File: src/pgp_pkg.sv
// constants for the port A/C/D general-purpose I/O block
package pgp_pkg;
  // bus geometry
  localparam int PGP_AW = 8;
  localparam int PGP_DW = 32;
  localparam logic [7:0] PGP_MAP_END = 8'h40;
  localparam logic [1:0] PGP_RESP_OKAY = 2'h0;
  localparam logic [1:0] PGP_RESP_SLVERR = 2'h2;
  // register byte offsets
  localparam logic [7:0] PGP_OFF_PA_DATA = 8'h00;
  localparam logic [7:0] PGP_OFF_PA_DIR = 8'h04;
  localparam logic [7:0] PGP_OFF_PA_PIN = 8'h08;
  localparam logic [7:0] PGP_OFF_PC_DATA = 8'h0c;
  localparam logic [7:0] PGP_OFF_PC_DIR = 8'h10;
  localparam logic [7:0] PGP_OFF_PC_PIN = 8'h14;
  localparam logic [7:0] PGP_OFF_PD_DATA = 8'h18;
  localparam logic [7:0] PGP_OFF_PD_DIR = 8'h1c;
  localparam logic [7:0] PGP_OFF_PD_PIN = 8'h20;
  localparam logic [7:0] PGP_OFF_PULL_A = 8'h24;
  localparam logic [7:0] PGP_OFF_PULL_C = 8'h28;
  localparam logic [7:0] PGP_OFF_MISC = 8'h2c;
  localparam logic [7:0] PGP_OFF_WAKE_A = 8'h30;
  localparam logic [7:0] PGP_OFF_PWR = 8'h34;
  localparam logic [7:0] PGP_OFF_STAT = 8'h38;
  localparam logic [7:0] PGP_OFF_MASK = 8'h3c;
  // reset values
  localparam logic [7:0] PGP_RST_BYTE = 8'h00;
  localparam logic [7:0] PGP_RST_PC_DATA = 8'h0c;
  localparam logic [3:0] PGP_RST_NIB = 4'h0;
  localparam logic [1:0] PGP_RST_PWR = 2'h0;
  // misc configuration bits
  localparam int PGP_MISC_PD_LO = 0;
  localparam int PGP_MISC_PD_HI = 1;
  localparam int PGP_MISC_AUD = 2;
  localparam int PGP_MISC_MFI = 3;
  // power control bits
  localparam int PGP_PWR_IDLE = 0;
  localparam int PGP_PWR_DOWN = 1;
  // status / mask bits
  localparam int PGP_ST_PC0 = 0;
  localparam int PGP_ST_PC5 = 1;
  localparam int PGP_ST_PC7 = 2;
  localparam int PGP_ST_WAKE = 3;
  // port C bit positions
  localparam int PGP_PC_BIT0_PIN = 0;
  localparam int PGP_PC_BIT5_PIN = 5;
  localparam int PGP_PC_BIT7_PIN = 7;
  localparam int PGP_PC_BIT2_OPEN_DRAIN = 2;
  localparam int PGP_PC_BIT3_OPEN_DRAIN = 3;
  localparam logic [7:0] PGP_PC_OD_MASK = 8'h0c;
  localparam logic [7:0] PGP_PC_AUD_MASK = 8'h02;
  localparam logic [7:0] PGP_PC_PULL_MASK = 8'hf3;
  // edge detector warm-up after reset
  localparam logic [1:0] PGP_ARM_CNT = 2'h2;
endpackage

File: src/pgp_evt_if.sv
// signals between the register core and the edge/wake detector
`timescale 1ns/1ps
interface pgp_evt_if;
  logic [7:0] pc_lvl;
  logic [7:0] pa_lvl;
  logic [7:0] wake_en;
  logic mfi_en;
  logic pd;
  logic [2:0] pc_evt;
  logic pa_wake;
  logic armed;
  modport core (output pc_lvl, pa_lvl, wake_en, mfi_en, pd,
                input pc_evt, pa_wake, armed);
  modport det (input pc_lvl, pa_lvl, wake_en, mfi_en, pd,
               output pc_evt, pa_wake, armed);
endinterface

File: src/pgp_edge.sv
// edge detector for port C interrupts and port A wake-up
`timescale 1ns/1ps
module pgp_edge (
  // clock and reset
  input wire logic clk,
  input wire logic rst,
  input wire logic ce,
  // detector side of the event interface
  pgp_evt_if.det ev
);
  logic [7:0] pc_prev_r;
  logic [7:0] pa_prev_r;
  logic [1:0] arm_r;
  logic armed;

  // previous samples hold reset zeros, so wait until two are real
  assign armed = (arm_r == pgp_pkg::PGP_ARM_CNT);
  assign ev.armed = armed;

  always_ff @(posedge clk or posedge rst) begin
    if (rst) begin
      pc_prev_r <= pgp_pkg::PGP_RST_BYTE;
      pa_prev_r <= pgp_pkg::PGP_RST_BYTE;
      arm_r <= 2'h0;
    end else if (ce) begin
      pc_prev_r <= ev.pc_lvl;
      pa_prev_r <= ev.pa_lvl;
      if (!armed) begin
        arm_r <= arm_r + 2'h1;
      end
    end
  end

  assign ev.pc_evt[pgp_pkg::PGP_ST_PC0] = armed && ev.mfi_en &&
    pc_prev_r[pgp_pkg::PGP_PC_BIT0_PIN] &&
    !ev.pc_lvl[pgp_pkg::PGP_PC_BIT0_PIN];
  assign ev.pc_evt[pgp_pkg::PGP_ST_PC5] = armed && ev.mfi_en &&
    pc_prev_r[pgp_pkg::PGP_PC_BIT5_PIN] &&
    !ev.pc_lvl[pgp_pkg::PGP_PC_BIT5_PIN];
  assign ev.pc_evt[pgp_pkg::PGP_ST_PC7] = armed && ev.mfi_en &&
    !pc_prev_r[pgp_pkg::PGP_PC_BIT7_PIN] &&
    ev.pc_lvl[pgp_pkg::PGP_PC_BIT7_PIN];

  // wake on falling edge of enabled port A pins
  assign ev.pa_wake = armed && ev.pd &&
    (|(ev.wake_en & pa_prev_r & ~ev.pa_lvl));
endmodule

File: src/pgp_top.sv
// port A/C/D general-purpose I/O block with AXI4-Lite registers
// Functional notes
// - each port A pin can be enabled to wake from power-down.
// - per-pin direction; outputs other than PC2 and PC3 drive push-pull, inputs are sampled.
// - ports A and C have a separate pull-high enable per pin, except PC2 and PC3.
// - with interrupt enabled, PC0/PC5 fall or PC7 rise raises interrupt.
// - a port C edge interrupt ends idle mode.
// - PC2 and PC3 only pull low or release, never drive high.
// - port D pull-high is chosen per four-bit nibble.
// - PC1 can carry the audio output instead of general I/O.
// - every bidirectional line except PC2 and PC3 offers the pull-high option.
`timescale 1ns/1ps
module pgp_top #(
  parameter int AW = pgp_pkg::PGP_AW
) (
  // clock, reset, enable
  input wire logic CLK,
  input wire logic RST,
  input wire logic CE,
  // axi4-lite write
  input wire logic [AW-1:0] S_AXI_AWADDR,
  input wire logic S_AXI_AWVALID,
  output logic S_AXI_AWREADY,
  input wire logic [31:0] S_AXI_WDATA,
  input wire logic [3:0] S_AXI_WSTRB,
  input wire logic S_AXI_WVALID,
  output logic S_AXI_WREADY,
  output logic [1:0] S_AXI_BRESP,
  output logic S_AXI_BVALID,
  input wire logic S_AXI_BREADY,
  // axi4-lite read
  input wire logic [AW-1:0] S_AXI_ARADDR,
  input wire logic S_AXI_ARVALID,
  output logic S_AXI_ARREADY,
  output logic [31:0] S_AXI_RDATA,
  output logic [1:0] S_AXI_RRESP,
  output logic S_AXI_RVALID,
  input wire logic S_AXI_RREADY,
  // port A
  input wire logic [7:0] PORT_A_PINS_IN,
  output logic [7:0] PORT_A_PINS_OUT,
  output logic [7:0] PORT_A_PINS_OE,
  output logic [7:0] PORT_A_PULL_EN,
  // port C
  input wire logic [7:0] PORT_C_PINS_IN,
  output logic [7:0] PORT_C_PINS_OUT,
  output logic [7:0] PORT_C_PINS_OE,
  output logic [7:0] PORT_C_PULL_EN,
  input wire logic AUD_DAC,
  // port D
  input wire logic [7:0] PORT_D_PINS_IN,
  output logic [7:0] PORT_D_PINS_OUT,
  output logic [7:0] PORT_D_PINS_OE,
  output logic [7:0] PORT_D_PULL_EN,
  // system
  output logic IRQ,
  output logic IDLE,
  output logic POWER_DOWN,
  output logic WAKE
);
  logic [7:0] pa_data_r, pa_dir_r, pc_data_r, pc_dir_r;
  logic [7:0] pd_data_r, pd_dir_r, pa_pull_r, pc_pull_r, wake_en_r;
  logic [7:0] pa_smp_r, pc_smp_r, pd_smp_r;
  logic [3:0] misc_r, stat_r, mask_r, stat_nxt, ev_bits;
  logic [1:0] pwr_r, pwr_nxt;
  logic [AW-1:0] awaddr_r;
  logic [31:0] wdata_r, rd_mux;
  logic [3:0] wstrb_r;
  logic aw_got_r, w_got_r, aw_got_nxt, w_got_nxt;
  logic awready_r, wready_r, bvalid_r, arready_r, rvalid_r;
  logic bvalid_nxt, rvalid_nxt;
  logic [1:0] bresp_r, rresp_r;
  logic [31:0] rdata_r;
  logic [7:0] pa_out_r, pa_oe_r, pc_out_r, pc_oe_r, pd_out_r, pd_oe_r;
  logic [7:0] pa_pl_r, pc_pl_r, pd_pl_r;
  logic irq_r, wake_r;

  function automatic logic is_mapped(input logic [AW-1:0] a);
    is_mapped = (a[1:0] == 2'h0) && (a < AW'(pgp_pkg::PGP_MAP_END));
  endfunction

  function automatic logic hit(input logic [AW-1:0] a,
                               input logic [7:0] off);
    hit = (a == AW'(off));
  endfunction

  pgp_evt_if evt();

  pgp_edge u_edge (
    .clk(CLK),
    .rst(RST),
    .ce(CE),
    .ev(evt)
  );

  assign evt.pc_lvl = pc_smp_r;
  assign evt.pa_lvl = pa_smp_r;
  assign evt.wake_en = wake_en_r;
  assign evt.mfi_en = misc_r[pgp_pkg::PGP_MISC_MFI];
  assign evt.pd = pwr_r[pgp_pkg::PGP_PWR_DOWN];

  // write channel: address and data accepted in either order
  wire aw_hs = S_AXI_AWVALID && awready_r;
  wire w_hs = S_AXI_WVALID && wready_r;
  wire have_aw = aw_got_r || aw_hs;
  wire have_w = w_got_r || w_hs;
  wire do_wr = have_aw && have_w && !bvalid_r;
  wire [AW-1:0] wa = aw_hs ? S_AXI_AWADDR : awaddr_r;
  wire [31:0] wd = w_hs ? S_AXI_WDATA : wdata_r;
  wire [3:0] ws = w_hs ? S_AXI_WSTRB : wstrb_r;
  // registers are at most one byte wide, so only lane 0 matters
  wire wr_ok = do_wr && ws[0] && is_mapped(wa);
  wire we_pa_data = wr_ok && hit(wa, pgp_pkg::PGP_OFF_PA_DATA);
  wire we_pa_dir = wr_ok && hit(wa, pgp_pkg::PGP_OFF_PA_DIR);
  wire we_pc_data = wr_ok && hit(wa, pgp_pkg::PGP_OFF_PC_DATA);
  wire we_pc_dir = wr_ok && hit(wa, pgp_pkg::PGP_OFF_PC_DIR);
  wire we_pd_data = wr_ok && hit(wa, pgp_pkg::PGP_OFF_PD_DATA);
  wire we_pd_dir = wr_ok && hit(wa, pgp_pkg::PGP_OFF_PD_DIR);
  wire we_pull_a = wr_ok && hit(wa, pgp_pkg::PGP_OFF_PULL_A);
  wire we_pull_c = wr_ok && hit(wa, pgp_pkg::PGP_OFF_PULL_C);
  wire we_misc = wr_ok && hit(wa, pgp_pkg::PGP_OFF_MISC);
  wire we_wake = wr_ok && hit(wa, pgp_pkg::PGP_OFF_WAKE_A);
  wire we_pwr = wr_ok && hit(wa, pgp_pkg::PGP_OFF_PWR);
  wire we_stat = wr_ok && hit(wa, pgp_pkg::PGP_OFF_STAT);
  wire we_mask = wr_ok && hit(wa, pgp_pkg::PGP_OFF_MASK);

  assign aw_got_nxt = have_aw && !do_wr;
  assign w_got_nxt = have_w && !do_wr;
  assign bvalid_nxt = do_wr || (bvalid_r && !S_AXI_BREADY);

  always_ff @(posedge CLK or posedge RST) begin
    if (RST) begin
      aw_got_r <= 1'b0;
      w_got_r <= 1'b0;
      awready_r <= 1'b0;
      wready_r <= 1'b0;
      bvalid_r <= 1'b0;
      bresp_r <= pgp_pkg::PGP_RESP_OKAY;
    end else if (CE) begin
      aw_got_r <= aw_got_nxt;
      w_got_r <= w_got_nxt;
      awready_r <= !aw_got_nxt && !bvalid_nxt;
      wready_r <= !w_got_nxt && !bvalid_nxt;
      bvalid_r <= bvalid_nxt;
      if (do_wr) begin
        bresp_r <= is_mapped(wa) ? pgp_pkg::PGP_RESP_OKAY
                                 : pgp_pkg::PGP_RESP_SLVERR;
      end
    end
  end

  always_ff @(posedge CLK or posedge RST) begin
    if (RST) begin
      awaddr_r <= '0;
      wdata_r <= 32'h0;
      wstrb_r <= 4'h0;
    end else if (CE) begin
      if (aw_hs) begin
        awaddr_r <= S_AXI_AWADDR;
      end
      if (w_hs) begin
        wdata_r <= S_AXI_WDATA;
        wstrb_r <= S_AXI_WSTRB;
      end
    end
  end

  // read channel: reads have no side effects
  wire ar_hs = S_AXI_ARVALID && arready_r;
  assign rvalid_nxt = ar_hs || (rvalid_r && !S_AXI_RREADY);

  always_comb begin
    rd_mux = 32'h0;
    case (S_AXI_ARADDR)
      AW'(pgp_pkg::PGP_OFF_PA_DATA): rd_mux = {24'h0, pa_data_r};
      AW'(pgp_pkg::PGP_OFF_PA_DIR): rd_mux = {24'h0, pa_dir_r};
      AW'(pgp_pkg::PGP_OFF_PA_PIN): rd_mux = {24'h0, pa_smp_r};
      AW'(pgp_pkg::PGP_OFF_PC_DATA): rd_mux = {24'h0, pc_data_r};
      AW'(pgp_pkg::PGP_OFF_PC_DIR): rd_mux = {24'h0, pc_dir_r};
      AW'(pgp_pkg::PGP_OFF_PC_PIN): rd_mux = {24'h0, pc_smp_r};
      AW'(pgp_pkg::PGP_OFF_PD_DATA): rd_mux = {24'h0, pd_data_r};
      AW'(pgp_pkg::PGP_OFF_PD_DIR): rd_mux = {24'h0, pd_dir_r};
      AW'(pgp_pkg::PGP_OFF_PD_PIN): rd_mux = {24'h0, pd_smp_r};
      AW'(pgp_pkg::PGP_OFF_PULL_A): rd_mux = {24'h0, pa_pull_r};
      AW'(pgp_pkg::PGP_OFF_PULL_C): rd_mux = {24'h0, pc_pull_r};
      AW'(pgp_pkg::PGP_OFF_MISC): rd_mux = {28'h0, misc_r};
      AW'(pgp_pkg::PGP_OFF_WAKE_A): rd_mux = {24'h0, wake_en_r};
      AW'(pgp_pkg::PGP_OFF_PWR): rd_mux = {30'h0, pwr_r};
      AW'(pgp_pkg::PGP_OFF_STAT): rd_mux = {28'h0, stat_r};
      AW'(pgp_pkg::PGP_OFF_MASK): rd_mux = {28'h0, mask_r};
      default: rd_mux = 32'h0;
    endcase
  end

  always_ff @(posedge CLK or posedge RST) begin
    if (RST) begin
      arready_r <= 1'b0;
      rvalid_r <= 1'b0;
      rdata_r <= 32'h0;
      rresp_r <= pgp_pkg::PGP_RESP_OKAY;
    end else if (CE) begin
      arready_r <= !rvalid_nxt;
      rvalid_r <= rvalid_nxt;
      if (ar_hs) begin
        rdata_r <= rd_mux;
        rresp_r <= is_mapped(S_AXI_ARADDR) ? pgp_pkg::PGP_RESP_OKAY
                                           : pgp_pkg::PGP_RESP_SLVERR;
      end
    end
  end

  // data latch written only by software
  always_ff @(posedge CLK or posedge RST) begin
    if (RST) begin
      pa_data_r <= pgp_pkg::PGP_RST_BYTE;
      pa_dir_r <= pgp_pkg::PGP_RST_BYTE;
      pc_data_r <= pgp_pkg::PGP_RST_PC_DATA;
      pc_dir_r <= pgp_pkg::PGP_RST_BYTE;
      pd_data_r <= pgp_pkg::PGP_RST_BYTE;
      pd_dir_r <= pgp_pkg::PGP_RST_BYTE;
      pa_pull_r <= pgp_pkg::PGP_RST_BYTE;
      pc_pull_r <= pgp_pkg::PGP_RST_BYTE;
      wake_en_r <= pgp_pkg::PGP_RST_BYTE;
      misc_r <= pgp_pkg::PGP_RST_NIB;
      mask_r <= pgp_pkg::PGP_RST_NIB;
    end else if (CE) begin
      if (we_pa_data) pa_data_r <= wd[7:0];
      if (we_pa_dir) pa_dir_r <= wd[7:0];
      if (we_pc_data) pc_data_r <= wd[7:0];
      if (we_pc_dir) pc_dir_r <= wd[7:0];
      if (we_pd_data) pd_data_r <= wd[7:0];
      if (we_pd_dir) pd_dir_r <= wd[7:0];
      if (we_pull_a) pa_pull_r <= wd[7:0];
      if (we_pull_c) pc_pull_r <= wd[7:0];
      if (we_wake) wake_en_r <= wd[7:0];
      if (we_misc) misc_r <= wd[3:0];
      if (we_mask) mask_r <= wd[3:0];
    end
  end

  // events: set wins over a write-one clear in the same cycle
  assign ev_bits = {evt.pa_wake, evt.pc_evt};
  assign stat_nxt = (stat_r & ~(we_stat ? wd[3:0] : 4'h0)) | ev_bits;

  // port C edge ends idle, port A wake ends power-down
  always_comb begin
    pwr_nxt = we_pwr ? wd[1:0] : pwr_r;
    if (|evt.pc_evt) begin
      pwr_nxt[pgp_pkg::PGP_PWR_IDLE] = 1'b0;
    end
    if (evt.pa_wake) begin
      pwr_nxt[pgp_pkg::PGP_PWR_DOWN] = 1'b0;
    end
  end

  wire idle_wake = pwr_r[pgp_pkg::PGP_PWR_IDLE] && (|evt.pc_evt);

  always_ff @(posedge CLK or posedge RST) begin
    if (RST) begin
      stat_r <= pgp_pkg::PGP_RST_NIB;
      pwr_r <= pgp_pkg::PGP_RST_PWR;
      irq_r <= 1'b0;
      wake_r <= 1'b0;
    end else if (CE) begin
      stat_r <= stat_nxt;
      pwr_r <= pwr_nxt;
      irq_r <= |(stat_nxt & mask_r);
      wake_r <= evt.pa_wake || idle_wake;
    end
  end

  // schmitt inputs sampled, outputs follow direction
  wire aud_sel = misc_r[pgp_pkg::PGP_MISC_AUD];
  // open-drain lines drive zero, enable only when data is low
  wire [7:0] pc_gpio_out = pc_data_r & ~pgp_pkg::PGP_PC_OD_MASK;
  wire [7:0] pc_gpio_oe = (pc_dir_r & ~pgp_pkg::PGP_PC_OD_MASK) |
                          (~pc_data_r & pgp_pkg::PGP_PC_OD_MASK);
  // audio output takes over PC1 as a driven output
  wire [7:0] pc_out_nxt = aud_sel ?
    ((pc_gpio_out & ~pgp_pkg::PGP_PC_AUD_MASK) |
     ({8{AUD_DAC}} & pgp_pkg::PGP_PC_AUD_MASK)) : pc_gpio_out;
  wire [7:0] pc_oe_nxt = aud_sel ?
    (pc_gpio_oe | pgp_pkg::PGP_PC_AUD_MASK) : pc_gpio_oe;
  wire [7:0] pd_pull_nxt = {{4{misc_r[pgp_pkg::PGP_MISC_PD_HI]}},
                            {4{misc_r[pgp_pkg::PGP_MISC_PD_LO]}}};

  always_ff @(posedge CLK or posedge RST) begin
    if (RST) begin
      pa_smp_r <= pgp_pkg::PGP_RST_BYTE;
      pc_smp_r <= pgp_pkg::PGP_RST_BYTE;
      pd_smp_r <= pgp_pkg::PGP_RST_BYTE;
      pa_out_r <= pgp_pkg::PGP_RST_BYTE;
      pa_oe_r <= pgp_pkg::PGP_RST_BYTE;
      pc_out_r <= pgp_pkg::PGP_RST_BYTE;
      pc_oe_r <= pgp_pkg::PGP_RST_BYTE;
      pd_out_r <= pgp_pkg::PGP_RST_BYTE;
      pd_oe_r <= pgp_pkg::PGP_RST_BYTE;
      pa_pl_r <= pgp_pkg::PGP_RST_BYTE;
      pc_pl_r <= pgp_pkg::PGP_RST_BYTE;
      pd_pl_r <= pgp_pkg::PGP_RST_BYTE;
    end else if (CE) begin
      pa_smp_r <= PORT_A_PINS_IN;
      pc_smp_r <= PORT_C_PINS_IN;
      pd_smp_r <= PORT_D_PINS_IN;
      pa_out_r <= pa_data_r;
      pa_oe_r <= pa_dir_r;
      pc_out_r <= pc_out_nxt;
      pc_oe_r <= pc_oe_nxt;
      pd_out_r <= pd_data_r;
      pd_oe_r <= pd_dir_r;
      // per-pin pull-high on A and C except PC2/PC3
      pa_pl_r <= pa_pull_r;
      pc_pl_r <= pc_pull_r & pgp_pkg::PGP_PC_PULL_MASK;
      pd_pl_r <= pd_pull_nxt;
    end
  end

  assign S_AXI_AWREADY = awready_r;
  assign S_AXI_WREADY = wready_r;
  assign S_AXI_BVALID = bvalid_r;
  assign S_AXI_BRESP = bresp_r;
  assign S_AXI_ARREADY = arready_r;
  assign S_AXI_RVALID = rvalid_r;
  assign S_AXI_RDATA = rdata_r;
  assign S_AXI_RRESP = rresp_r;
  assign PORT_A_PINS_OUT = pa_out_r;
  assign PORT_A_PINS_OE = pa_oe_r;
  assign PORT_A_PULL_EN = pa_pl_r;
  assign PORT_C_PINS_OUT = pc_out_r;
  assign PORT_C_PINS_OE = pc_oe_r;
  assign PORT_C_PULL_EN = pc_pl_r;
  assign PORT_D_PINS_OUT = pd_out_r;
  assign PORT_D_PINS_OE = pd_oe_r;
  assign PORT_D_PULL_EN = pd_pl_r;
  assign IRQ = irq_r;
  assign IDLE = pwr_r[pgp_pkg::PGP_PWR_IDLE];
  assign POWER_DOWN = pwr_r[pgp_pkg::PGP_PWR_DOWN];
  assign WAKE = wake_r;

  wire mfi = misc_r[pgp_pkg::PGP_MISC_MFI];
endmodule

File: config.mk
export PLATFORM = sky130hd
export DESIGN_NAME = pgp_top
export DESIGN_NICKNAME = d
export VERILOG_FILES = /design/src/pgp_pkg.sv /design/src/pgp_evt_if.sv /design/src/pgp_edge.sv /design/src/pgp_top.sv
export SDC_FILE = /design/constraint.sdc
export NUM_CORES = 1
export LEC_CHECK = 0
export BUFFER_PORTS_ARGS = -buffer_cell sky130_fd_sc_hd__buf_2
export CAP_MARGIN = 20
export CORE_MARGIN = 4
export CORE_UTILIZATION = 39
export CTS_BUF_LIST = sky130_fd_sc_hd__clkbuf_16
export DETAILED_ROUTE_END_ITERATION = 7
export MAX_ROUTING_LAYER = met4
export PLACE_DENSITY = 0.59
export SETUP_SLACK_MARGIN = 0.15
export SLEW_MARGIN = 5
export SYNTH_ARGS = -nofsm -noshare
export SYNTH_HDL_FRONTEND = slang
export SYNTH_HIERARCHICAL = 1
export SYNTH_SLANG_ARGS = --single-unit
export TNS_END_PERCENT = 100
File: constraint.sdc
create_clock -name CLK -period 10.65 [get_ports CLK]
set_input_delay 0 -clock CLK [delete_from_list [all_inputs] [get_ports CLK]]
set_output_delay 0 -clock CLK [all_outputs]
set_load 0.01 [all_outputs]
== Word-level counts from Yosys, hierarchy flattened ==
Cells that the tools add are included.

* Equal/unequal tests: 28
* Bitwise logic cells: 11
* Reduce and logical (&&, ||, !) cells: 79
* Magnitude comparators: 2
* Multiplexer cells: 12
* $add $sub $neg: 1

{| class="wikitable"
|+ Operators with widths
! operator !! number
|-
| one-hot mux 8 bit (16 select lines) || 1
|-
| equality test 8 x 6 -> 1 bit (second input constant) || 15
|-
| equality test 8 x 5 -> 1 bit (second input constant) || 7
|-
| logical AND 1 bit || 38
|-
| AND reduction 2 bit || 16
|-
| equality test 8 x 4 -> 1 bit (second input constant) || 3
|-
| 2-to-1 mux 8 bit || 3
|-
| AND 8 bit || 2
|-
| equality test 8 x 3 -> 1 bit (second input constant) || 2
|-
| zero test 8 bit || 2
|-
| < comparator 8 x 7 -> 1 bit (second input constant) || 2
|-
| zero test 1 bit || 11
|-
| AND 4 bit || 2
|-
| 2-to-1 mux 2 bit || 4
|-
| inverter 4 bit || 2
|-
| inverter 8 bit || 1
|-
| OR 8 x 2 -> 8 bit || 1
|-
| OR 8 x 4 -> 8 bit || 1
|-
| OR reduction 8 bit || 1
|-
| logical OR 1 bit || 5
|-
| zero test 2 bit || 2
|-
| 2-to-1 mux 4 bit || 1
|-
| OR 4 bit || 1
|-
| nonzero test 2 bit || 2
|-
| 6 further kinds || 8
|}

* Output and inout port bits: 117
* Bits in registers: 257

== Longest topological paths before layout ==
Gate-level depths: netlist of run 1.

* Depth in word-level cells: 13
* Mapped depth: 9

== Hierarchy ==
Netlist of run 1, hierarchy kept.

{| class="wikitable"
|+ By module, submodules not included
! module !! cells each !! times used !! area an instance (µm²) !! sequential area each (µm²)
|-
| pgp_top || 756 || 1 || 9889.5 || 5207.5
|-
| pgp_edge || 51 || 1 || 609.3 || 325.3
|}

== Worst setup path before layout of run 1 ==
OpenSTA, ideal clock, no wires.

* Path kind: register to register
* Start: reg awready_r (netlist: S_AXI_AWREADY)
* End: reg pc_data_r[0]
* Clock period less this slack: 2.181 ns
* Data required time: 10.525 ns
* Setup time: 0.125 ns
* Cell stages (with the launch flop): 8
* Slack: 8.469 ns
* Arrival: 2.057 ns
* Path buffers: 2
* Cell sequence: dfrtp_1 > buf_4 > a211oi_4 > o211ai_4 > a2111oi_4 > and2_1 > buf_4 > mux2_2

* Word-level cells in the longest chain between the ends: 8
* Elaborated cells between the ends (all ways): 13
* Those cells by class: order compare: 1; eq/ne: 1; mux: 1; reduce/logical: 10

{| class="wikitable"
|+ Ends and longest elaborated chain
! element !! RTL line !! text
|-
| from (decl) || pgp_top.sv:70 || <nowiki>logic awready_r, wready_r, bvalid_r, arready_r, rvalid_r;</nowiki>
|-
| from (signal assigned) || pgp_top.sv:142 || <nowiki>awready_r <= !aw_got_nxt && !bvalid_nxt;</nowiki>
|-
| logical AND 1 bit * || pgp_top.sv:103 || <nowiki>wire aw_hs = S_AXI_AWVALID && awready_r;</nowiki>
|-
| branches (longest 5 deep; another with < comparator 8 x 7 -> 1 bit) || - ||
|-
| logical AND 1 bit * || pgp_top.sv:115 || <nowiki>wire we_pc_data = wr_ok && hit(wa, pgp_pkg::PGP_OFF_PC_DATA);</nowiki>
|-
| AND reduction 2 bit (no line) * || - ||
|-
| to (signal assigned) || pgp_top.sv:217 || <nowiki>pc_data_r <= pgp_pkg::PGP_RST_PC_DATA;</nowiki>
|-
| to (signal assigned) || pgp_top.sv:229 || <nowiki>if (we_pc_data) pc_data_r <= wd[7:0];</nowiki>
|-
| to (decl) || pgp_top.sv:61 || <nowiki>logic [7:0] pa_data_r, pa_dir_r, pc_data_r, pc_dir_r;</nowiki>
|}

Every way passes the cells marked *.
A chain may end at the register's enable or synchronous reset.

== Worst setup path after layout of run 1 ==
* Start: reg awready_r (netlist: S_AXI_AWREADY)
* End: reg pa_dir_r[4]

* Word-level cells in the longest chain between the ends: 8
* Elaborated cells between the ends (all ways): 13
* Those cells by class: order compare: 1; eq/ne: 1; mux: 1; reduce/logical: 10

{| class="wikitable"
|+ Ends and longest elaborated chain
! element !! RTL line !! text
|-
| logical AND 1 bit * || pgp_top.sv:103 ||
|-
| branches (longest 5 deep; another with < comparator 8 x 7 -> 1 bit) || - ||
|-
| logical AND 1 bit * || pgp_top.sv:114 || <nowiki>wire we_pa_dir = wr_ok && hit(wa, pgp_pkg::PGP_OFF_PA_DIR);</nowiki>
|-
| AND reduction 2 bit (no line) * || - ||
|-
| to (signal assigned) || pgp_top.sv:216 || <nowiki>pa_dir_r <= pgp_pkg::PGP_RST_BYTE;</nowiki>
|-
| to (signal assigned) || pgp_top.sv:228 || <nowiki>if (we_pa_dir) pa_dir_r <= wd[7:0];</nowiki>
|-
| to (decl) || pgp_top.sv:61 ||
|}

Marked as above.

==> qor.yml, run 1 <==
drtIter0Drc: 450
tightest_slew_ns: 0.989
synth_fa_ha_area_share_pct: 0.119
r2r_cells: 6
routabilityCongestion: 0.878
cp.arrival_ns: 3.31
syn_area_um2: 10500
ys_top_cells_by_area: "dfrtp_1 52%, mux2_2 21%, buf_4 2.8%"
cts.sinks: 221
synth-simple-area-share_pct: 9.12
cp_cell_sequence: "and2_1 > mux2i_4 > and4_1 > nor2b_1 > buf_4 > mux2_2"
cts_tree: "done"
synth_top_cell_by_area: "dfrtp_1"
synth_cells: 807
async_flop_share_pct: 100
startpoint_type: "flip-flop"
synth_common_cells: "219 x dfrtp_1, 192 x mux2_2, 45 x nand2_1, 39 x buf_4, 26 x nor2_1"
syn_avg_cell_area_um2: 13.0
hold_class: "in -> reg"
power_leakage_nw: 6.17
fillerInstances: 2405
die-height_um: 172
r2r_end: "pa_dir_r[4]"
synth_edf_count: 0
crit_path_end: "pa_dir_r[4]"
grt_pass1_wl_mm: 44.1
skew_ns: 0.0164
tns_ns: 0
cts_buffers: 25
finish.utilization_pct: 47.9
ys_types: 76
yosys.cell_count.top_type: "dfrtp_1"
critPathKind: "reg -> reg"
start_util_pct: 39.9
track_usage_pct: 19.8
synthMuxAreaShare_pct: 26.2
maxSlewViolCount: 0
final-hold-violation-count: 0
switching_power_mw: 0.652
ys_seq_area_share_pct: 52.7
fin_crit_sh_pct: 27.4
ir_drop_mv: 0.101
grt_max_degree: 134
met3_length_mm: 1.74
seqPwrFrac_pct: 44.5
clkPwrFrac_pct: 36.7
cts_max_level: 1
rrSetupSlack_ns: 7.73
cp_slowest_stage_delay_ns: 0.60
ioPinCount: 202
grt_overflow: 0
post-synth-top-area-fraction_pct: 52.2
cpLargestDelayFamily: "simple AND/OR/NAND/NOR gates"
wl_met2_mm: 13.0
vias: 7173
synth_top_family_by_area: "multiplexers"
r2r-start: "S_AXI_AWREADY"
swShare_pct: 29.6
rsz0062_at_grt: "false"
endpoint_kind: "flip-flop"
cp_slowest_cell: "dfrtp_1"
die_x_um: 172
finalCriticalPeriod_ns: 2.92
cap_violations: 0
die_area_um2: 29600
cts-root-buf: "clkbuf_16"
vias_per_cell: 5.36
path_depth: 6
p_comb_share_pct: 18.8
top_layer: "met4"
coreArea_um2: 26300
cts_resized: 0
required_ns: 11.04
setup_violations: 0
synth_top_flop_cell: "dfrtp_1"
worstHoldStart: "S_AXI_ARADDR[0]"
grt_pass1_vias: 7306
max-slew-margin-rel_pct: 34.0
port-buffer-count: 144
path_clk_slew_ns: 0.06
area_growth_pct: 19.8
yosys_register_bits: 221
power_mw: 2.20
ant_nets: 0
crit_buf_inv: 1
synth_compound_area_share_pct: 6.96
drc: 0
clock_path_buffers: 3
startpoint: "S_AXI_AWREADY"
final_net_count: 1069
drive_above_1_share_pct: 40.2
cts_hold_buffers: 49
wl_met1_mm: 13.2
clock.fmax_ghz: 0.342
cellPowerDensity_nw_per_um2: 175
timing.hold.ws_ns: 0.0410
cp_max_fo: 12
synth-xor-area-share_pct: 0.0834
wirelength_mm: 28.4
dp.final_hpwl_mm: 19.7
intPower_mw: 1.55
insertion_delay_ns: 0.52
firstDrtPassIters: 5
postCtsSetupRepairBufs: 0
antenna_found_initial: 1
ys_warn_count: 6
outcome: "finished clean"
wl_per_cell_um: 21.2
rows: 59
==> layout by cell type, fill, tap and decap left out, types with 7 or more instances in the layout <==
| cell | synthesis | final |
|---|---|---|
| a21oi_1 | 20 | 20 |
| a22o_1 | 8 | 8 |
| a31oi_1 | 9 | 9 |
| buf_2 | 6 | 143 |
| clkbuf_16 | 0 | 25 |
| clkinv_1 | 0 | 9 |
| conb_1 | 1 | 30 |
| dfrtp_1 | 219 | 219 |
| dlygate4sd3_1 | 0 | 49 |
| inv_1 | 11 | 16 |
| mux2_1 | 15 | 15 |
| mux2_2 | 192 | 192 |
| mux2i_1 | 19 | 19 |
| mux4_2 | 8 | 8 |
| nand2_1 | 45 | 45 |
| nand3_1 | 15 | 15 |
| nand3b_1 | 8 | 8 |
| nor2_1 | 26 | 26 |
| nor2b_1 | 7 | 7 |
| nor3_1 | 8 | 8 |
| o21ai_0 | 16 | 16 |
==> kinds of logic (layout without fill, tap and decap cells) <==
| kind of cell | Yosys count | after routing |
|---|---|---|
| xor+xnor | 1 | 1 |
| flops | 221 | 221 |
| compound gates | 97 | 97 |
| other cells | 1 | 33 |
| fa+ha+maj | 1 | 1 |
| simple gates | 162 | 162 |
| buf+inv | 88 | 253 |
| mux | 236 | 236 |
==> layer usage <==
metal  GRT usage [%]  up-vias
met5               -        -
li1                -     3256
met2            30.1      227
met4            3.96        0
met3            3.59       37
met1            28.3     3653
==> through the flow <==
step / cells / setup WS, ns / instance area (um2)
2_1_floorplan: 836 / 4.97 / 10600
3_3_place_gp: 1241 / 7.37 / 11300
3_5_place_dp: 1241 / 7.34 / 11300
4_1_cts: 1335 / 7.31 / 12600
5_1_grt: 1337 / 7.61 / 12600
6_report: 1339 / 7.73 / 12600
==> area by class of cell <==
cell class,instances,area (um2),area share (%)
sequential,221,5530,44.0
multi-input combinational,527,4570,36.3
timing repair buffer,197,1240,9.89
clock buffer,25,626,4.97
tap,335,419,3.33
clock inverter,20,134,1.06
inverter,11,48.8,0.388
antenna,3,7.51,0.0597
==> worst reg2reg max path: cells and delay by family (launching register included) <==
family,cells,cell delay (ns)
multiplexers,2,0.73
flip-flops,1,0.60
buffers and inverters,1,0.28
AND/OR/NAND/NOR,3,1.19
==> how the worst min path moves through the flow <==
stage                     slack, ns  depth (start not counted)             endpoint
after global routing           0.07                          4       S_AXI_RDATA[5]
after CTS                      0.02                          4       S_AXI_RDATA[5]
after floorplan               -0.12                          1      u_edge/arm_r[0]
final                          0.04                          4       S_AXI_RDATA[5]
after global placement         0.13                          2  u_edge/pa_prev_r[3]
after detailed placement       0.15                          2  u_edge/pa_prev_r[3]
==> power by group through the flow <==
| stage | Sequential, mW | Clock [mW] | Combinational (mW) |
|---|---|---|---|
| after floorplan | 0.977 | 0 | 0.295 |
| after global placement | 0.990 | 0 | 0.400 |
| after detailed placement | 0.994 | 0 | 0.406 |
| after CTS | 0.979 | 0.828 | 0.421 |
| after global routing | 0.990 | 0.867 | 0.455 |
| final | 0.979 | 0.807 | 0.415 |
No activity file was read; power rests on OpenSTA's default activity.
==> run 2: changes to the inputs <==
Settings changed: ABC_AREA set to 1.
Clock period 10.65 ns to 2.81 ns, I/O delays scaled along.
==> run 2 against run 1 <==
Against the previous run:
- register-to-register slack worse by 7.3 ns
- count of clock-buffer cells in the layout is 1 lower
- hold slack worse by 0.0074 ns
- via count is 21% higher
- critical path depth is 2 higher
- fmax is 23% higher
- final cell count is 31% higher
- sequential share of layout area is 0.46 points higher
- cell area is 1.0% lower
- critical path type unchanged
- largest cell class unchanged
- highest routed layer unchanged
==> qor.yml, run 2 <==
ant_nets: 0  # unchanged
drc: 0  # unchanged
hold_class: "in -> reg"
endpoint_kind: "flip-flop"
syn_area_um2: 10200  # -3.3%
postCtsSetupRepairBufs: 0  # unchanged
power_leakage_nw: 6.35  # +3.0%
ys_top_cells_by_area: "dfrtp_1 54%, nand2_1 14%, o21ai_0 7.0%"
grt_pass1_vias: 8428  # +15%
synth_top_cell_by_area: "dfrtp_1"
final_cell_mix: "392 x nand2_1, 219 x dfrtp_1, 143 x o21ai_0, 143 x buf_2, 122 x inv_1"
rows: 58  # -1.7%
firstDrtPassIters: 6  # +1
finalCriticalPeriod_ns: 2.38  # -0.543 ns
clock_path_buffers: 3  # unchanged
dp.final_hpwl_mm: 21.5  # +9.3%
ys_seq_area_share_pct: 54.5  # +1.8 points
synth_common_cells: "392 x nand2_1, 219 x dfrtp_1, 143 x o21ai_0, 117 x inv_1, 69 x nand3_1"
cp_max_fo: 16  # +4
synth_top_flop_cell: "dfrtp_1"
fillerInstances: 2476  # +3.0%
cts.sinks: 221  # unchanged
ys_warn_count: 6  # unchanged
min_path_cells: 6  # +2
critPathKind: "reg -> reg"
worstHoldStart: "S_AXI_ARVALID"
drtIter0Drc: 754  # +68%
routabilityCongestion: 0.969  # +10%
register_area_um2: 5530  # unchanged
ir_drop_mv: 0.372  # +270%
outcome: "finished clean"
rrSetupSlack_ns: 0.43  # -7.30 ns
yosys_register_bits: 221  # unchanged
antenna_found_initial: 0  # -1
die_x_um: 169  # -1.6%
cellPowerDensity_nw_per_um2: 662  # +280%
coreArea_um2: 25400  # -3.4%
layoutNonFillerInstCount: 1760  # +31%
required_ns: 3.19  # -7.85 ns
cts-root-buf: "clkbuf_16"
max-slew-margin-rel_pct: 48.9  # +15 points
insertion_delay_ns: 0.54  # +0.02 ns
cts_tree: "done"
r2r-start: "S_AXI_AWREADY"
tns_ns: 0  # unchanged
final-hold-violation-count: 0  # unchanged
final_net_count: 1499  # +40%
drive_above_1_share_pct: 16.9  # -23 points
area_growth_pct: 22.6
wirelength_mm: 30.4  # +7.2%
antenna_cells: 0  # -3
vias: 8699  # +21%
skew_ns: 0.0245  # +0.00811 ns
start_util_pct: 40.0  # +0.041 points
synth_cells: 1221  # +51%
wl_per_cell_um: 17.3  # -18%
r2r_cells: 8  # +2
post-synth-top-area-fraction_pct: 54.0  # +1.8 points
synth_edf_count: 0  # unchanged
r2r_end: "pc_pull_r[4]"
fin_crit_sh_pct: 84.6  # +57 points
cts_buffers: 24  # -4.0%
multi_input_area_um2: 3780  # -17%
ioPinCount: 202  # unchanged
die_area_um2: 28700  # -3.1%
rsz0062_at_grt: "false"
place_inst: 1658  # +34%
ys_types: 45  # -41%
yosys.cell_count.top_type: "nand2_1"
vias_per_cell: 4.94  # -7.7%
grt_pass1_wl_mm: 47.4  # +7.6%
startpoint_type: "flip-flop"
port-buffer-count: 144  # unchanged
syn_avg_cell_area_um2: 8.32  # -36%
setup_violations: 0  # unchanged
grt_overflow: 0  # unchanged
cts_max_level: 1  # unchanged
track_usage_pct: 21.6  # +1.7 points
path_clk_slew_ns: 0.06  # about the same
holdPathEnd: "S_AXI_RDATA[5]"
cp.arrival_ns: 2.75  # -0.56 ns
final_common_cell: "nand2_1"
async_flop_share_pct: 100  # unchanged
finish.utilization_pct: 49.0  # +1.1 points
clock.fmax_ghz: 0.421  # +23%
die-height_um: 169  # -1.6%
cap_violations: 0  # unchanged
grt_max_degree: 81  # -40%
maxSlewViolCount: 0  # unchanged
tightest_slew_ns: 0.767  # -0.223 ns
## run 2: changes by cell type in the layout (fill, tap and decap cells not counted), moves of 15 or more
cell | previous run | this run
inv_1 | 16 | 122
o21ai_1 | 2 | 40
nand2_1 | 45 | 392
o21ai_0 | 16 | 143
mux2_1 | 15 | 0
nor2_1 | 26 | 60
nand3_1 | 15 | 69
mux2i_1 | 19 | 0
mux2_2 | 192 | 4
## run 2: final cells by class
class	instances	share of cell area, %
Clock buffer	24	4.82
Clock inverter	19	1.35
Inverter	123	3.74
Multi-Input combinational cell	821	30.3
Sequential cell	221	44.4
Tap cell	330	3.32
Timing Repair Buffer	222	12.0
## run 2: stage by stage
stage / total power [mW] / hold WS (ns) / area [um2] / setup slack (ns)
global route: 8.66 / 0.0468 / 12400 / 0.174
global placement: 5.06 / 0.0999 / 11100 / 0.474
floorplan: 4.58 / -0.123 / 10300 / 0.111
detailed placement: 5.10 / 0.100 / 11100 / 0.443
CTS: 8.30 / 0.0138 / 12400 / 0.421
finish: 8.25 / 0.0336 / 12400 / 0.433
## run 2: worst max-delay path: stages (launching register included)
cell and delay [ns]:
dfrtp_1 0.38, nand3_1 0.09, dlygate4sd3_1 0.59, nand2_2 0.13, nand2_1 0.08, nor4_1 0.44, nand2_2 0.32, nand2_1 0.13
o21ai_1 0.07
## run 2: worst max path at each step
stage | from | endpoint | slack, ns | depth (start not counted)
CTS | S_AXI_AWREADY | pc_pull_r[4] | 0.42 | 8
finish | S_AXI_AWREADY | pc_pull_r[4] | 0.43 | 8
global route | S_AXI_AWREADY | pd_data_r[0] | 0.17 | 9
floorplan | RST | IRQ | 0.11 | 1
global placement | S_AXI_AWREADY | pd_data_r[4] | 0.47 | 9
detailed placement | S_AXI_AWREADY | pd_data_r[0] | 0.44 | 9
## run 2: cell families (layout without fill, tap and decap cells)
kind of cell | after synthesis | count (layout) | share of synthesized area [%]
AOI/OAI and AO/OA | 226 | 226 | 12.2
DFF | 221 | 221 | 54.5
buffers and inverters | 208 | 388 | 9.47
muxes | 4 | 4 | 0.443
other | 1 | 30 | 0.0369
adders and majority gates | 1 | 1 | 0.123
xor gates and xnor gates | 1 | 1 | 0.0862
and+or+nand+nor | 559 | 559 | 23.2
## run 2: layer usage
metal / share of wire, % / track usage, % / up-vias
li1: - / - / 4225
met1: 46 / 30.8 / 4110
met2: 44 / 31.5 / 319
met3: 7.9 / 4.38 / 45
met4: 2.4 / 5.92 / 0
met5: 0 / - / -
## run 2: what timing repair did
| item | 4_1_cts | 5_1_grt |
|---|---|---|
| hold endpoints to repair | 87 | 0 |
| resized for setup | 0 | 0 |
| hold buffers | 59 | 0 |
## run 2: where the power goes
group          leakage (nW)  internal [mW]  switching, mW
registers              2.94           3.45          0.149
clock network         0.400           1.82           1.30
logic                  3.01          0.465           1.05
==> run 3: changes to the inputs <==
Clock period 2.81 ns to 2.45 ns, I/O delays scaled along.
==> run 3 against run 2 <==
Against the previous run:
- combinational power up 16%
- routed wire length down 1.2%
- final cell count up 0.23%
- critical endpoint is now pc_pull_r[2]
- utilization up 0.18 points
- flip-flop and latch count unchanged
- clock power up 18%
- via count up 0.37%
==> qor.yml, run 3 (same netlist as run 2, synthesis figures left out) <==
drc: 0  # unchanged
finish.utilization_pct: 49.2  # +0.18 points
routabilityCongestion: 0.930  # -4.1%
antenna_cells: 0  # unchanged
drtIter0Drc: 731  # -3.1%
required_ns: 2.84  # -0.35 ns
tightest_slew_ns: 0.674  # -0.0924 ns
power_leakage_nw: 6.37  # +0.20%
die-height_um: 169  # unchanged
cp_cell_sequence: "nand2_1 > buf_4 > nand2_1 > nand2_2 > nand2_1 > nor4_1 > nand2_2 > nand2_1 > o21ai_1"
grt_max_degree: 118  # +46%
hold_class: "in -> reg"
firstDrtPassIters: 5  # -1
wl_per_cell_um: 17.0  # -1.4%
cap_violations: 0  # unchanged
layoutNonFillerInstCount: 1764  # +0.23%
rsz0062_at_grt: "true"
ioPinCount: 202  # unchanged
cts_buffers: 25  # +4.2%
final_cell_mix: "392 x nand2_1, 219 x dfrtp_1, 143 x o21ai_0, 143 x buf_2, 120 x inv_1"
cp_max_fo: 16  # unchanged
cp_slowest_stage_delay_ns: 0.42  # -0.17 ns
cts_max_level: 1  # unchanged
setup_violations: 0  # unchanged
start_util_pct: 40.0  # unchanged
insertion_delay_ns: 0.53  # about the same
place_inst: 1658  # unchanged
ant_nets: 0  # unchanged
ir_drop_mv: 0.478  # +29%
grt_overflow: 0  # unchanged
grt_pass1_wl_mm: 47.1  # -0.62%
clock.fmax_ghz: 0.472  # +12%
coreArea_um2: 25400  # unchanged
die_x_um: 169  # unchanged
place_ws_ns: 0.343  # -0.0996 ns
r2r-start: "S_AXI_AWREADY"
port-buffer-count: 144  # unchanged
startpoint: "S_AXI_AWREADY"
final_net_count: 1501  # +0.13%
area_growth_pct: 23.0
grt_pass1_vias: 8450  # +0.26%
antenna_found_initial: 0  # unchanged
cp_slowest_cell: "nor4_1"
fillerInstances: 2473  # -0.12%
cts_tree: "done"
skew_ns: 0.0119  # -0.0126 ns
tns_ns: 0  # unchanged
clock_path_buffers: 3  # unchanged
drive_above_1_share_pct: 17.2  # +0.30 points
crit_top_cell: "nand2_1"
fin_crit_sh_pct: 86.5  # +1.9 points
vias: 8731  # +0.37%
cts_resized: 0  # unchanged
max-slew-margin-rel_pct: 55.1  # +6.2 points
cts.sinks: 221  # unchanged
track_usage_pct: 21.3  # -0.24 points
outcome: "finished clean"
maxSlewViolCount: 0  # unchanged
die_area_um2: 28700  # unchanged
cellPowerDensity_nw_per_um2: 766  # +16%
path_clk_slew_ns: 0.06  # about the same
critPathKind: "reg -> reg"
rows: 58  # unchanged
final_common_cell: "nand2_1"
dp.final_hpwl_mm: 21.1  # -1.7%
vias_per_cell: 4.95  # +0.14%
cp.arrival_ns: 2.50  # -0.25 ns
cts-root-buf: "clkbuf_16"
finalCriticalPeriod_ns: 2.12  # -0.258 ns
startpoint_type: "flip-flop"
final-hold-violation-count: 0  # unchanged
worstHoldStart: "S_AXI_WVALID"
fin_ws_ns: 0.331  # -0.102 ns
endpoint_kind: "flip-flop"
wirelength_mm: 30.0  # -1.2%
postCtsSetupRepairBufs: 0  # unchanged
-- run 3: path summary, 6_finish.rpt --
path	endpoint	slack (ns)	depth (start not counted)
max in group asynchronous	pa_dir_r[2]	1.69	4
max reg2reg	pc_pull_r[2]	0.33	9
min	S_AXI_WREADY	0.06	5
max	pc_pull_r[2]	0.33	9
min reg2reg	PORT_A_PINS_OE[2]	0.46	2
min in group asynchronous	u_edge/pc_prev_r[7]	0.10	3
-- run 3: layout make-up --
cell class | count | area [um2] | area share (%)
clock buffers | 25 | 626 | 5.01
clock inverters | 21 | 179 | 1.43
inverters | 123 | 465 | 3.72
multi-input cells | 821 | 3780 | 30.2
flip-flops and latches | 221 | 5530 | 44.3
well taps | 330 | 413 | 3.30
repair buffers | 223 | 1500 | 12.0
-- run 3: stage by stage --
| stage | instance area, um2 | power (mW) | hold WS, ns |
|---|---|---|---|
| 2_1_floorplan | 10300 | 5.26 | -0.123 |
| 3_3_place_gp | 11100 | 5.84 | 0.103 |
| 3_5_place_dp | 11100 | 5.88 | 0.0903 |
| 4_1_cts | 12500 | 9.67 | 0.0472 |
| 5_1_grt | 12500 | 10.1 | 0.125 |
| 6_report | 12500 | 9.57 | 0.0647 |
-- run 3: critical path: cells and delay by family, from the launching register on --
family | cells | cell delay, ns
AND/OR/NAND/NOR | 7 | 1.31
flip-flops | 1 | 0.40
buffers and inverters | 1 | 0.21
AO/OA/AOI/OAI | 1 | 0.07
-- run 3: routing by layer --
layer / routed length, um / share of wire [%] / track usage (%) / vias to the layer above
met4: 849 / 2.8 / 6.34 / 0
met2: 13000 / 43 / 31.1 / 333
li1: - / - / - / 4242
met1: 13900 / 46 / 30.7 / 4102
met3: 2340 / 7.8 / 3.63 / 54
met5: 0 / 0 / - / -
-- run 3: where the power goes --
part           total (mW)  internal [mW]  switching, mW
clock network        3.68           2.17           1.50
logic                1.77          0.563           1.20
registers            4.13           3.96          0.170
total                9.57           6.70           2.88
-- run 3: repair_timing --
action / 4_1_cts / 5_1_grt
hold buffers: 60 / 0
endpoints found under the hold margin: 270 / 0
endpoints found under the setup margin: 0 / 8
